**src/amd_consts.vh**
```
// constants for the operand addressing-mode decoder of an 8-bit core
// assumes a 16-bit address space and 8-bit opcodes of the usual row/column map
// Function
// - ten addressing modes are decoded and reported
// - indexed no-offset instructions are one byte, opcode only
// - no instruction exceeds three bytes; the extended three-byte form carries a full address
// - direct holds one-byte address, extended holds two-byte address
// - extended jumps reach every memory location
// - an operand location is computed for every mode
// - two instruction bytes join with first byte high, second low
// - inherent instructions are one byte and fetch no operand bytes
// - accumulator, index and argument-free control operations are inherent
// - half carry captures the carry out of bit 3
// - each flag is tested, kept, cleared, set or restored from stack
// - byte-offset and word-offset indexed fetch one or two offset bytes
// - immediate operand is byte after opcode; counter advances by two
// - direct drives high address zero, low from byte after opcode
// - byte-offset indexed adds index and offset; carry feeds high byte
// - bit test and branch copies the tested bit into carry
`ifndef AMD_CONSTS_VH
`define AMD_CONSTS_VH

// ----------------------------------------
// mode codes
// ----------------------------------------
`define AMD_MODE_OPONLY 4'h0
`define AMD_MODE_LIT    4'h1
`define AMD_MODE_DIR    4'h2
`define AMD_MODE_LONG   4'h3
`define AMD_MODE_PCOFF  4'h4
`define AMD_MODE_PTR0   4'h5
`define AMD_MODE_PTRB   4'h6
`define AMD_MODE_PTRW   4'h7
`define AMD_MODE_BITSC  4'h8
`define AMD_MODE_BITTB  4'h9

// ----------------------------------------
// flag actions
// ----------------------------------------
`define AMD_FA_KEEP    3'h0
`define AMD_FA_TEST    3'h1
`define AMD_FA_CLR     3'h2
`define AMD_FA_SET     3'h3
`define AMD_FA_STACK   3'h4

// ----------------------------------------
// flag positions in the condition code byte
// ----------------------------------------
`define AMD_CC_C       0
`define AMD_CC_Z       1
`define AMD_CC_N       2
`define AMD_CC_I       3
`define AMD_CC_H       4
`define AMD_CC_RST     5'h08

// ----------------------------------------
// opcode map rows and fixed values
// ----------------------------------------
`define AMD_ROW_BITTB  4'h0
`define AMD_ROW_BITSC  4'h1
`define AMD_ROW_PCOFF  4'h2
`define AMD_ROW_DIR1   4'h3
`define AMD_ROW_INHA   4'h4
`define AMD_ROW_INHX   4'h5
`define AMD_ROW_PTRBR  4'h6
`define AMD_ROW_PTR0R  4'h7
`define AMD_ROW_CTL8   4'h8
`define AMD_ROW_CTL9   4'h9
`define AMD_ROW_LIT    4'hA
`define AMD_ROW_DIR    4'hB
`define AMD_ROW_LONG   4'hC
`define AMD_ROW_PTRW   4'hD
`define AMD_ROW_PTRB   4'hE
`define AMD_ROW_PTR0   4'hF
`define AMD_OP_BSR     8'hAD
`define AMD_OP_RTI     8'h80
`define AMD_OP_SEC     8'h99
`define AMD_OP_CLC     8'h98
`define AMD_OP_SEI     8'h9B
`define AMD_OP_CLI     8'h9A
`define AMD_OP_SWI     8'h83
`define AMD_OP_STOP    8'h8E
`define AMD_OP_WAIT    8'h8F
`define AMD_OP_MUL     8'h42
`define AMD_COL_JMP    4'hC
`define AMD_COL_JSR    4'hD
`define AMD_COL_CPX    4'h3
`define AMD_COL_ADC    4'h9
`define AMD_COL_ADD    4'hB
`define AMD_COL_SBC    4'h2
`define AMD_COL_SUB    4'h0
`define AMD_COL_CMP    4'h1
`define AMD_LEN1       2'h1
`define AMD_LEN2       2'h2
`define AMD_LEN3       2'h3
`define AMD_HI_ZERO    8'h00
`define AMD_PAD7       7'h00
`define AMD_STEP1      16'h0001
`define AMD_STEP2      16'h0002
`define AMD_STEP3      16'h0003
`define AMD_LOC_RST    16'h0000

`endif

```
**src/amd_flag_unit.v**
```verilog
// per-flag action applier for the condition code byte
// assumes result, carries and stacked byte are valid in the update cycle
module amd_flag_unit (
  input  wire       clk_in,
  input  wire       resetn_in,
  input  wire       upd_in,
  input  wire [2:0] act_h_in,
  input  wire [2:0] act_i_in,
  input  wire [2:0] act_n_in,
  input  wire [2:0] act_z_in,
  input  wire [2:0] act_c_in,
  input  wire [7:0] res_in,
  input  wire       c4_in,
  input  wire       c8_in,
  input  wire [7:0] stack_cc_in,
  output reg  [4:0] cc_out
);
  `include "amd_consts.vh"

  // ----------------------------------------
  // one flag's next value from its action
  // ----------------------------------------
  function apply;
    input [2:0] act;
    input       cur;
    input       cond;
    input       stk;
    begin
      case (act)
        `AMD_FA_TEST:  apply = cond;
        `AMD_FA_CLR:   apply = 1'b0;
        `AMD_FA_SET:   apply = 1'b1;
        `AMD_FA_STACK: apply = stk;
        default:       apply = cur;
      endcase
    end
  endfunction

  // ----------------------------------------
  // condition code register update
  // ----------------------------------------
  always @(posedge clk_in or negedge resetn_in) begin
    if (!resetn_in) begin
      cc_out <= `AMD_CC_RST;
    end else if (upd_in) begin
      cc_out[`AMD_CC_H] <= apply(act_h_in, cc_out[`AMD_CC_H], c4_in,
                                 stack_cc_in[`AMD_CC_H]);
      cc_out[`AMD_CC_I] <= apply(act_i_in, cc_out[`AMD_CC_I], 1'b0,
                                 stack_cc_in[`AMD_CC_I]);
      cc_out[`AMD_CC_N] <= apply(act_n_in, cc_out[`AMD_CC_N], res_in[7],
                                 stack_cc_in[`AMD_CC_N]);
      cc_out[`AMD_CC_Z] <= apply(act_z_in, cc_out[`AMD_CC_Z], res_in == 8'h00,
                                 stack_cc_in[`AMD_CC_Z]);
      cc_out[`AMD_CC_C] <= apply(act_c_in, cc_out[`AMD_CC_C], c8_in,
                                 stack_cc_in[`AMD_CC_C]);
    end
  end
endmodule

```
**src/amd_mode_decode.v**
```verilog
// addressing-mode decoder: mode, length, operand location, next counter, flags
// assumes opcode and the two following bytes are presented together, one
// instruction per cycle when OP_VALID_IN is high
module amd_mode_decode (
  // clock and reset
  input  wire        CLK_SYS_IN,
  input  wire        RESETN_IN,
  // instruction bytes and core state
  input  wire        OP_VALID_IN,
  input  wire [7:0]  OPCODE_IN,
  input  wire [7:0]  BYTE1_IN,
  input  wire [7:0]  BYTE2_IN,
  input  wire [15:0] PC_IN,
  input  wire [7:0]  INDEX_IN,
  // operand and result information
  input  wire [7:0]  MEM_BYTE_IN,
  input  wire        BRANCH_COND_IN,
  input  wire [7:0]  ALU_RES_IN,
  input  wire        ALU_C4_IN,
  input  wire        ALU_C8_IN,
  input  wire [7:0]  STACK_CC_IN,
  // decode results
  output reg  [3:0]  MODE_OUT,
  output reg  [1:0]  LENGTH_OUT,
  output reg  [15:0] OPERAND_LOCATION_OUT,
  output reg  [15:0] NEXT_PC_OUT,
  output reg         DECODE_VALID_OUT,
  output wire [4:0]  CC_OUT
);
  `include "amd_consts.vh"

  // ----------------------------------------
  // helpers
  // ----------------------------------------
  // first byte high, second low
  function [15:0] join16;
    input [7:0] hi;
    input [7:0] lo;
    begin
      join16 = {hi, lo};
    end
  endfunction

  // signed 8-bit branch offset added to a base
  function [15:0] rel_add;
    input [15:0] base;
    input [7:0]  off;
    begin
      rel_add = base + {{8{off[7]}}, off};
    end
  endfunction

  // ----------------------------------------
  // mode and length decode
  // ----------------------------------------
  wire [3:0] row = OPCODE_IN[7:4];
  wire [3:0] col = OPCODE_IN[3:0];
  reg  [3:0] mode_nxt;
  reg  [1:0] len_nxt;

  // the upper nibble alone picks the mode, with one exception: the
  // subroutine branch sits in the literal row but is counter-relative
  always @* begin
    mode_nxt = `AMD_MODE_OPONLY;
    case (row)
      // bit manipulation rows, both naming a byte in the lowest page
      `AMD_ROW_BITTB: mode_nxt = `AMD_MODE_BITTB;
      `AMD_ROW_BITSC: mode_nxt = `AMD_MODE_BITSC;
      // conditional branches
      `AMD_ROW_PCOFF: mode_nxt = `AMD_MODE_PCOFF;
      // read/modify/write and control forms
      `AMD_ROW_DIR1:  mode_nxt = `AMD_MODE_DIR;
      `AMD_ROW_INHA,
      `AMD_ROW_INHX,
      `AMD_ROW_CTL8,
      `AMD_ROW_CTL9:  mode_nxt = `AMD_MODE_OPONLY;
      `AMD_ROW_PTRBR: mode_nxt = `AMD_MODE_PTRB;
      `AMD_ROW_PTR0R: mode_nxt = `AMD_MODE_PTR0;
      // register/memory forms
      `AMD_ROW_LIT: begin
        if (OPCODE_IN == `AMD_OP_BSR) begin
          mode_nxt = `AMD_MODE_PCOFF;
        end else begin
          mode_nxt = `AMD_MODE_LIT;
        end
      end
      `AMD_ROW_DIR:   mode_nxt = `AMD_MODE_DIR;
      `AMD_ROW_LONG:  mode_nxt = `AMD_MODE_LONG;
      `AMD_ROW_PTRW:  mode_nxt = `AMD_MODE_PTRW;
      `AMD_ROW_PTRB:  mode_nxt = `AMD_MODE_PTRB;
      `AMD_ROW_PTR0:  mode_nxt = `AMD_MODE_PTR0;
      default:        mode_nxt = `AMD_MODE_OPONLY;
    endcase
  end

  // length follows mode; three bytes at most, so a two-bit field suffices
  always @* begin
    case (mode_nxt)
      // opcode alone, no operand fetch
      `AMD_MODE_OPONLY: len_nxt = `AMD_LEN1;
      `AMD_MODE_PTR0:   len_nxt = `AMD_LEN1;
      // one or two offset bytes follow the opcode
      `AMD_MODE_PTRB:   len_nxt = `AMD_LEN2;
      `AMD_MODE_PTRW:   len_nxt = `AMD_LEN3;
      // the three-byte forms
      `AMD_MODE_LONG:   len_nxt = `AMD_LEN3;
      `AMD_MODE_BITTB:  len_nxt = `AMD_LEN3;
      default:          len_nxt = `AMD_LEN2;
    endcase
  end

  // ----------------------------------------
  // operand location and next counter
  // ----------------------------------------
  // byte-offset sum keeps its carry as a ninth bit
  wire [8:0]  ptrb_sum = {1'b0, INDEX_IN} + {1'b0, BYTE1_IN};
  // word-offset sum may carry into the high byte
  wire [15:0] ptrw_sum = join16(BYTE1_IN, BYTE2_IN) + join16(`AMD_HI_ZERO, INDEX_IN);
  // counter stepped past one, two and three instruction bytes
  wire [15:0] pc1      = PC_IN + `AMD_STEP1;
  wire [15:0] pc2      = PC_IN + `AMD_STEP2;
  wire [15:0] pc3      = PC_IN + `AMD_STEP3;
  // jump and subroutine-jump columns
  wire        is_jump  = (col == `AMD_COL_JMP) || (col == `AMD_COL_JSR);
  // bit number comes from opcode bits 3..1
  wire        bit_val  = MEM_BYTE_IN[OPCODE_IN[3:1]];
  // even opcodes branch on set, odd on clear
  wire        bit_take = OPCODE_IN[0] ? ~bit_val : bit_val;
  reg  [15:0] loc_nxt;
  reg  [15:0] pc_nxt;

  // operand location for every mode; opcode-only forms point at
  // themselves so the output never carries a stale address
  always @* begin
    loc_nxt = pc1;
    case (mode_nxt)
      `AMD_MODE_OPONLY: loc_nxt = PC_IN;
      // operand is the byte right after the opcode
      `AMD_MODE_LIT:    loc_nxt = pc1;
      // short absolute forms: high byte forced to zero
      `AMD_MODE_DIR,
      `AMD_MODE_BITSC,
      `AMD_MODE_BITTB:  loc_nxt = join16(`AMD_HI_ZERO, BYTE1_IN);
      // long absolute form: full address from the two bytes
      `AMD_MODE_LONG:   loc_nxt = join16(BYTE1_IN, BYTE2_IN);
      // pointer forms; the byte-offset carry lands in bit 8 only
      `AMD_MODE_PTR0:   loc_nxt = join16(`AMD_HI_ZERO, INDEX_IN);
      `AMD_MODE_PTRB:   loc_nxt = {`AMD_PAD7, ptrb_sum};
      `AMD_MODE_PTRW:   loc_nxt = ptrw_sum;
      // branch target, followed only when the condition holds
      `AMD_MODE_PCOFF:  loc_nxt = rel_add(pc2, BYTE1_IN);
      default:          loc_nxt = pc1;
    endcase
  end

  // next counter: a plain step by length unless a long-form jump or a
  // taken branch redirects it
  always @* begin
    pc_nxt = pc1;
    case (mode_nxt)
      `AMD_MODE_OPONLY,
      `AMD_MODE_PTR0:   pc_nxt = pc1;
      `AMD_MODE_LIT,
      `AMD_MODE_DIR,
      `AMD_MODE_BITSC,
      `AMD_MODE_PTRB:   pc_nxt = pc2;
      `AMD_MODE_PTRW:   pc_nxt = pc3;
      // long jumps reach the whole space
      `AMD_MODE_LONG: begin
        if (row[3] && is_jump) begin
          pc_nxt = loc_nxt;
        end else begin
          pc_nxt = pc3;
        end
      end
      `AMD_MODE_PCOFF: begin
        if (BRANCH_COND_IN) begin
          pc_nxt = loc_nxt;
        end else begin
          pc_nxt = pc2;
        end
      end
      // the tested bit decides; the third byte is the offset
      `AMD_MODE_BITTB: begin
        if (bit_take) begin
          pc_nxt = rel_add(pc3, BYTE2_IN);
        end else begin
          pc_nxt = pc3;
        end
      end
      default:          pc_nxt = pc1;
    endcase
  end

  // ----------------------------------------
  // flag action selection
  // ----------------------------------------
  // only a representative set of opcodes is classified; others keep flags
  reg [2:0] act_h;
  reg [2:0] act_i;
  reg [2:0] act_n;
  reg [2:0] act_z;
  reg [2:0] act_c;
  reg       c_src;
  wire      is_alu = row[3] && (row != `AMD_ROW_CTL8) && (row != `AMD_ROW_CTL9);

  always @* begin
    act_h = `AMD_FA_KEEP;
    act_i = `AMD_FA_KEEP;
    act_n = `AMD_FA_KEEP;
    act_z = `AMD_FA_KEEP;
    act_c = `AMD_FA_KEEP;
    c_src = ALU_C8_IN;
    // tested bit goes to carry whether or not the branch is taken
    if (mode_nxt == `AMD_MODE_BITTB) begin
      act_c = `AMD_FA_TEST;
      c_src = bit_val;
    end else if (OPCODE_IN == `AMD_OP_RTI) begin
      act_h = `AMD_FA_STACK;
      act_i = `AMD_FA_STACK;
      act_n = `AMD_FA_STACK;
      act_z = `AMD_FA_STACK;
      act_c = `AMD_FA_STACK;
    end else if (OPCODE_IN == `AMD_OP_SEC) begin
      act_c = `AMD_FA_SET;
    end else if (OPCODE_IN == `AMD_OP_CLC) begin
      act_c = `AMD_FA_CLR;
    end else if (OPCODE_IN == `AMD_OP_SEI || OPCODE_IN == `AMD_OP_SWI) begin
      act_i = `AMD_FA_SET;
    end else if (OPCODE_IN == `AMD_OP_CLI || OPCODE_IN == `AMD_OP_STOP ||
                 OPCODE_IN == `AMD_OP_WAIT) begin
      act_i = `AMD_FA_CLR;
    end else if (OPCODE_IN == `AMD_OP_MUL) begin
      act_h = `AMD_FA_CLR;
      act_c = `AMD_FA_CLR;
    end else if (is_alu && !is_jump) begin
      act_n = `AMD_FA_TEST;
      act_z = `AMD_FA_TEST;
      if (col == `AMD_COL_ADC || col == `AMD_COL_ADD) begin
        act_h = `AMD_FA_TEST;
        act_c = `AMD_FA_TEST;
      end else if (col == `AMD_COL_SBC || col == `AMD_COL_SUB ||
                   col == `AMD_COL_CMP || col == `AMD_COL_CPX) begin
        act_c = `AMD_FA_TEST;
      end
    end
  end

  amd_flag_unit u_flags (
    .clk_in      (CLK_SYS_IN),
    .resetn_in   (RESETN_IN),
    .upd_in      (OP_VALID_IN),
    .act_h_in    (act_h),
    .act_i_in    (act_i),
    .act_n_in    (act_n),
    .act_z_in    (act_z),
    .act_c_in    (act_c),
    .res_in      (ALU_RES_IN),
    .c4_in       (ALU_C4_IN),
    .c8_in       (c_src),
    .stack_cc_in (STACK_CC_IN),
    .cc_out      (CC_OUT)
  );

  // ----------------------------------------
  // registered decode outputs
  // ----------------------------------------
  // results hold between accepted instructions so a slow consumer can
  // read them late; only the valid flag is a one-cycle pulse
  always @(posedge CLK_SYS_IN or negedge RESETN_IN) begin
    if (!RESETN_IN) begin
      MODE_OUT             <= `AMD_MODE_OPONLY;
      LENGTH_OUT           <= `AMD_LEN1;
      OPERAND_LOCATION_OUT <= `AMD_LOC_RST;
      NEXT_PC_OUT          <= `AMD_LOC_RST;
      DECODE_VALID_OUT     <= 1'b0;
    end else begin
      DECODE_VALID_OUT <= OP_VALID_IN;
      if (OP_VALID_IN) begin
        MODE_OUT             <= mode_nxt;
        LENGTH_OUT           <= len_nxt;
        OPERAND_LOCATION_OUT <= loc_nxt;
        NEXT_PC_OUT          <= pc_nxt;
      end
    end
  end
endmodule

```
**config.mk**
```make
export PLATFORM = sky130hd
export DESIGN_NAME = amd_mode_decode
export DESIGN_NICKNAME = d
export VERILOG_FILES = /design/src/amd_flag_unit.v /design/src/amd_mode_decode.v
export VERILOG_INCLUDE_DIRS = /design/src
export SDC_FILE = /design/constraint.sdc
export NUM_CORES = 1
export LEC_CHECK = 0
export ABC_AREA = 1
export BUFFER_PORTS_ARGS = -buffer_cell sky130_fd_sc_hd__buf_2
export CAP_MARGIN = 20
export CELL_PAD_IN_SITES_DETAIL_PLACEMENT = 1
export CELL_PAD_IN_SITES_GLOBAL_PLACEMENT = 1
export CORE_ASPECT_RATIO = 1.1
export CORE_MARGIN = 5
export CORE_UTILIZATION = 40
export DETAILED_ROUTE_END_ITERATION = 6
export PLACE_DENSITY_LB_ADDON = 0.1
export SETUP_SLACK_MARGIN = 0.2
export SLEW_MARGIN = 20
export SYNTH_ARGS = -nofsm -noshare
export SYNTH_HDL_FRONTEND = slang
export SYNTH_SLANG_ARGS = --single-unit
```
**constraint.sdc**
```tcl
create_clock -name CLK_SYS_IN -period 1.2 [get_ports CLK_SYS_IN]
set_clock_uncertainty 0.1 [all_clocks]
set_input_delay 0.3 -clock CLK_SYS_IN [delete_from_list [all_inputs] [get_ports CLK_SYS_IN]]
set_output_delay 0.3 -clock CLK_SYS_IN [all_outputs]
set_load 0.01 [all_outputs]
```
==> impl_metrics.ini, run 1 <==
[outcome]
status = aborted with a tool error
failed_stage = clock tree synthesis (4_1_cts)
toolErrorMsg = [ERROR DPL-0033] detailed placement checks failed during check placement.

[logic_synthesis]
yosysSeqAreaShare_pct = 15.4
ys_seq_elements = 44
syn_area_per_cell_um2 = 5.81
syn-num-nets = 1367
yosysUniqueCellTypes = 59
syn_inst = 1234
syn_area_um2 = 7170
yosysWarnings = 0

[clock_tree]
post_cts_buffers = 76
postCtsHoldBufs = 2
h-tree-depth = 2
numCtsBuffers = 5
cts_resized = 330
clk_path_buf_depth = 2
clkSinkCount = 44
cts-root-buf = clkbuf_16

[die]
num_rows = 51
die_w_um = 138
floorplan.initialDensity_pct = 40.6
die_y_um = 150
num_io_pins = 122

[placement]
place_area_um2 = 11100
dp_hpwl_um = 37200
port_buffers = 118
gp_congestion = 0.984
place_inst = 1894
dp_slack_ns = -2.30
kinds of logic after synthesis:
logic type	count (synthesis)	synth area share, %
buf+inv	179	9.91
mux	1	0.157
xor+xnor	36	4.40
flops	44	15.4
compound gates	210	17.7
fa+ha+maj	55	10.0
simple gates	709	42.4
synth_stat cells, drive strengths merged:
master | instances | area share (%)
a211oi | 2 | 0.21
a21boi | 1 | 0.10
a21o | 7 | 0.73
a21oi | 74 | 5.3
a221oi | 12 | 1.5
a22o | 1 | 0.12
a22oi | 3 | 0.38
a31oi | 5 | 0.44
a41oi | 2 | 0.24
and3 | 1 | 0.087
buf | 17 | 1.4
clkbuf | 14 | 0.75
clkinv | 1 | 0.052
dfrtp | 42 | 15
dfstp | 2 | 0.73
fa | 4 | 1.1
ha | 51 | 8.9
inv | 147 | 7.7
mux2 | 1 | 0.16
nand2 | 411 | 22
nand3 | 105 | 7.4
nand3b | 10 | 1.0
nand4 | 19 | 1.7
nor2 | 121 | 6.8
nor3 | 18 | 1.6
nor3b | 3 | 0.31
nor4 | 3 | 0.26
o2111ai | 1 | 0.12
o211a | 1 | 0.14
o211ai | 11 | 1.2
o21a | 2 | 0.21
o21ai | 70 | 5.0
o21bai | 8 | 0.89
o221ai | 2 | 0.24
o22ai | 4 | 0.54
o311ai | 1 | 0.12
o31ai | 3 | 0.31
or2 | 18 | 1.6
xnor2 | 8 | 0.98
xor2 | 28 | 3.4
through the flow:
| step | hold WS (ns) | TNS [ns] |
|---|---|---|
| detailed placement | 0.0906 | -69.11 |
| global placement | 0.0822 | -62.33 |
| floorplan | -0.0956 | -36.44 |
==> run 2, diff against run 1 <==
--- a/config.mk
+++ b/config.mk
@@ -9,14 +9,10 @@
 export ABC_AREA = 1
 export BUFFER_PORTS_ARGS = -buffer_cell sky130_fd_sc_hd__buf_2
 export CAP_MARGIN = 20
-export CELL_PAD_IN_SITES_DETAIL_PLACEMENT = 1
-export CELL_PAD_IN_SITES_GLOBAL_PLACEMENT = 1
-export CORE_ASPECT_RATIO = 1.1
 export CORE_MARGIN = 5
 export CORE_UTILIZATION = 40
 export DETAILED_ROUTE_END_ITERATION = 6
-export PLACE_DENSITY_LB_ADDON = 0.1
-export SETUP_SLACK_MARGIN = 0.2
+export PLACE_DENSITY_LB_ADDON = 0.15
 export SLEW_MARGIN = 20
 export SYNTH_ARGS = -nofsm -noshare
 export SYNTH_HDL_FRONTEND = slang
==> impl_metrics.ini, run 2 <==
[timing]
tightest_slew_ns = 0.501
grt_setup_unrepaired = true
min_period_over_period_pct = 243
worst_slack_ns = -1.71
final_max_slew_viol_count = 0
setup_viol = 76
fmax_mhz = 344
final_hold_viol_count = 0
layout_min_cycle_time_ns = 2.91
relSlewSlack_pct = 66.3

[logic_synthesis]
synthTopCellsByCount = nand2_1 (409), inv_1 (135), nor2_1 (111), nand3_1 (104), a21oi_1 (72)
synth-compound-area-share_pct = 17.7
synth-xor-area-share_pct = 4.40
synth_top_family_by_area = simple AND/OR/NAND/NOR gates
syn_inst = 1234
synth-edff-count = 0
syn-num-nets = 1367
yosysWarnings = 0
yosys.area_share.adder_pct = 10.0
synthMostInstantiatedCell = nand2_1
yosysUniqueCellTypes = 59
postSynth.asyncResetShare_pct = 100
yosys-top-cells-area = nand2_1 (21%), dfrtp_1 (15%), ha_1 (8.9%), nand3_1 (7.3%), inv_1 (7.1%)
syn_area_per_cell_um2 = 5.81
muxShareOfSynthArea_pct = 0.157
synthSimpleGateAreaFrac_pct = 42.4
ys_seq_elements = 44
synth_top_area_share_pct = 21.4
yosys_most_used_dff = dfrtp_1
yosysSeqAreaShare_pct = 15.4
synth_largest_area_cell = nand2_1
syn_area_um2 = 7170

[die]
floorplan.initialDensity_pct = 40.3
die_y_um = 144
die_area_um2 = 20700
num_io_pins = 122
die_w_um = 144
num_rows = 49
core-area_um2 = 17800

[clock_tree]
cts-root-buf = clkbuf_16
clkSinkCount = 44
clk_path_buf_depth = 2
numCtsBuffers = 5
cts_tree = done
clk_latency_ns = 0.29
h-tree-depth = 2
cts.clk_slew.worst_paths_ns = 0.07

[outcome]
violations = setup timing
status = complete, but fails checks

[worst_setup_path]
cp.arrival_ns = 2.99
end_kind = register
cp_max_fo = 4
crit_path_start_kind = input pin
worstPathRequired_ns = 1.28
crit_type = input pin to register
rrSetupSlack_ns = 0.10

[min_path]
hp-class = input pin to register

[global_route]
grt_start_max_net_pins = 26
grtUsageTotal_pct = 35.0
grt_overflow_total = 0
grt_pass1_wl_um = 56000
antenna_found_initial = 0
first_global_vias = 10500

[finish]
mostFrequentLayoutCells = buf_4 (392), nand2_1 (313), inv_1 (98), buf_2 (87), nor2_1 (79)
final_common_cell = buf_4
reg_top3 = NEXT_PC_OUT x16, OPERAND_LOCATION_OUT x16, u_flags.cc_out x5
drive_gt1_share_pct = 53.4
fin_util_pct = 80.7
nets = 1924
antenna_cells = 0
area_growth_pct = 100

[power]
power_leakage_nw = 7.21
p_per_area_nw_per_um2 = 717
peakVddDrop_uv = 622

[routing]
num_vias = 10900
drtAntennaViolNets = 0
drt_iter0_markers = 883
viasPerCell = 5.42
drc = 0
routedWlPerCell_um = 19.4
drt-total-wl_um = 39100
first_pass_iters = 6

[placement]
dp_hpwl_um = 29400
gp_congestion = 1.06
dp_slack_ns = -2.18
port_buffers = 118

[run]
max_cap_viol_count = 0
run 2: cell counts after synthesis:
Identical to the previous run, type by type.
run 2: worst max-delay path: stages:
cell,delay [ns]
buf_8,0.08
clkinvlp_4,0.14
ha_4,0.19
a21o_4,0.24
nand2_4,0.08
nor2_1,0.04
xor2_1,0.26
inv_1,0.14
ha_4,0.33
nand2_2,0.06
inv_2,0.09
nand3_2,0.09
nand3b_1,0.27
nand3_1,0.13
nand2_1,0.06
o21bai_1,0.14
buf_4,0.15
nand3_2,0.07
nand2_1,0.06
nand2_1,0.05
run 2: cells by family (layout without fill, tap and decap cells):
family          after synthesis  in the layout
mux                           1              1
simple gates                709            709
flops                        44             44
compound gates              210            210
fa+ha+maj                    55             55
buf+inv                     179            737
xor+xnor                     36             36
run 2: final timing paths:
check / from / end / cells after the start
hold / removal: OP_VALID_IN / DECODE_VALID_OUT / 1
min in group asynchronous: RESETN_IN / OPERAND_LOCATION_OUT[14] / 2
max in group asynchronous: RESETN_IN / NEXT_PC_OUT[15] / 3
setup / recovery: PC_IN[1] / NEXT_PC_OUT[14] / 20
hold reg to reg: OPERAND_LOCATION_OUT[6] / OPERAND_LOCATION_OUT[6] / 2
setup reg to reg: NEXT_PC_OUT[13] / NEXT_PC_OUT[13] / 4
run 2: through the flow:
| step | hold WS, ns | cells | TNS [ns] | area (µm²) | total power [mW] |
|---|---|---|---|---|---|
| floorplan | -0.0956 | 1234 | -36.50 | 7820 | 4.26 |
| global placement | 0.113 | 1893 | -63.59 | 11200 | 6.65 |
| detailed placement | 0.116 | 1893 | -64.45 | 11200 | 6.69 |
| CTS | 0.0918 | 1983 | -42.24 | 13300 | 9.36 |
| global route | 0.0922 | 2021 | -48.85 | 14400 | 10.8 |
| finish | 0.0919 | 2021 | -44.54 | 14400 | 10.3 |
run 2: timing repair:
item / CTS / global route
cloned: 0 / 1
hold endpoints to repair: 8 / 0
pin swaps: 123 / 159
gates resized for setup: 303 / 178
endpoints found under the setup margin: 83 / 86
hold buffers: 1 / 0
buffers inserted: 83 / 42
run 2: cell type report:
type,count,area [µm²]
clock inverter,3,46.3
fill,1239,3430
tap,229,287
sequential,44,1100
multi-input combinational,1011,7430
inverter,148,637
timing repair buffer,581,4730
clock buffer,5,125
run 2: routing by layer:
metal	track usage, %	vias to the layer above	share of wire [%]
li1	-	5193	-
met1	43.6	5056	40
met5	0	-	0
met2	58.7	534	48
met4	16.8	0	6.2
met3	5.72	165	6.7
run 2: power by group:
| group | switching, mW | internal [mW] | leakage, nW |
|---|---|---|---|
| Clock | 0.637 | 0.991 | 0.0804 |
| Sequential | 0.140 | 1.70 | 0.539 |
| Combinational | 3.51 | 3.31 | 6.59 |
(Power assumes the default switching activity.)
==> run 3, diff against run 2 <==
--- a/config.mk
+++ b/config.mk
@@ -9,6 +9,8 @@
 export ABC_AREA = 1
 export BUFFER_PORTS_ARGS = -buffer_cell sky130_fd_sc_hd__buf_2
 export CAP_MARGIN = 20
+export CELL_PAD_IN_SITES_DETAIL_PLACEMENT = 1
+export CELL_PAD_IN_SITES_GLOBAL_PLACEMENT = 1
 export CORE_MARGIN = 5
 export CORE_UTILIZATION = 40
 export DETAILED_ROUTE_END_ITERATION = 6
==> impl_metrics.ini, run 3 <==
[logic_synthesis]
yosys-top-cells-area = nand2_1 (21%), dfrtp_1 (15%), ha_1 (8.9%), nand3_1 (7.3%), inv_1 (7.1%)
synthTopCellsByCount = nand2_1 (409), inv_1 (135), nor2_1 (111), nand3_1 (104), a21oi_1 (72)
syn_area_um2 = 7170
synth-edff-count = 0
syn_inst = 1234
synthMostInstantiatedCell = nand2_1
syn_area_per_cell_um2 = 5.81
yosysUniqueCellTypes = 59
postSynth.asyncResetShare_pct = 100
ys_seq_elements = 44
yosys_most_used_dff = dfrtp_1
synth_top_area_share_pct = 21.4
synth_largest_area_cell = nand2_1
yosysWarnings = 0
syn-num-nets = 1367
yosysSeqAreaShare_pct = 15.4

[clock_tree]
numCtsBuffers = 5
cts_resized = 388
clk_path_buf_depth = 2
postCtsHoldBufs = 1
h-tree-depth = 2
post_cts_buffers = 87
cts-root-buf = clkbuf_16
clkSinkCount = 44

[placement]
dp_hpwl_um = 36600
gp_congestion = 1.04
port_buffers = 118

[outcome]
status = aborted with a tool error
failed_stage = clock tree synthesis (4_1_cts)
toolErrorMsg = [ERROR DPL-0033] detailed placement checks failed during check placement.

[die]
die_y_um = 144
num_rows = 49
die_w_um = 144
num_io_pins = 122
floorplan.initialDensity_pct = 40.3
run 3: cell counts after synthesis:
No cell type changed its count.
run 3: kinds of logic after synthesis:
| group | synth area share (%) |
|---|---|
| buffers and inverters | 9.91 |
| and+or+nand+nor | 42.4 |
| DFF | 15.4 |
| muxes | 0.157 |
| AOI/OAI and AO/OA | 17.7 |
| xor gates and xnor gates | 4.40 |
| adders and majority gates | 10.0 |
run 3: stage by stage:
step                      std cells  hold slack [ns]  setup TNS [ns]  cell area [µm²]  setup slack, ns
after floorplan                1234          -0.0956          -36.50             7820            -1.42
after global placement         1888           0.0760          -62.38            11100            -2.10
after detailed placement       1888           0.0887          -69.81            11100            -2.39
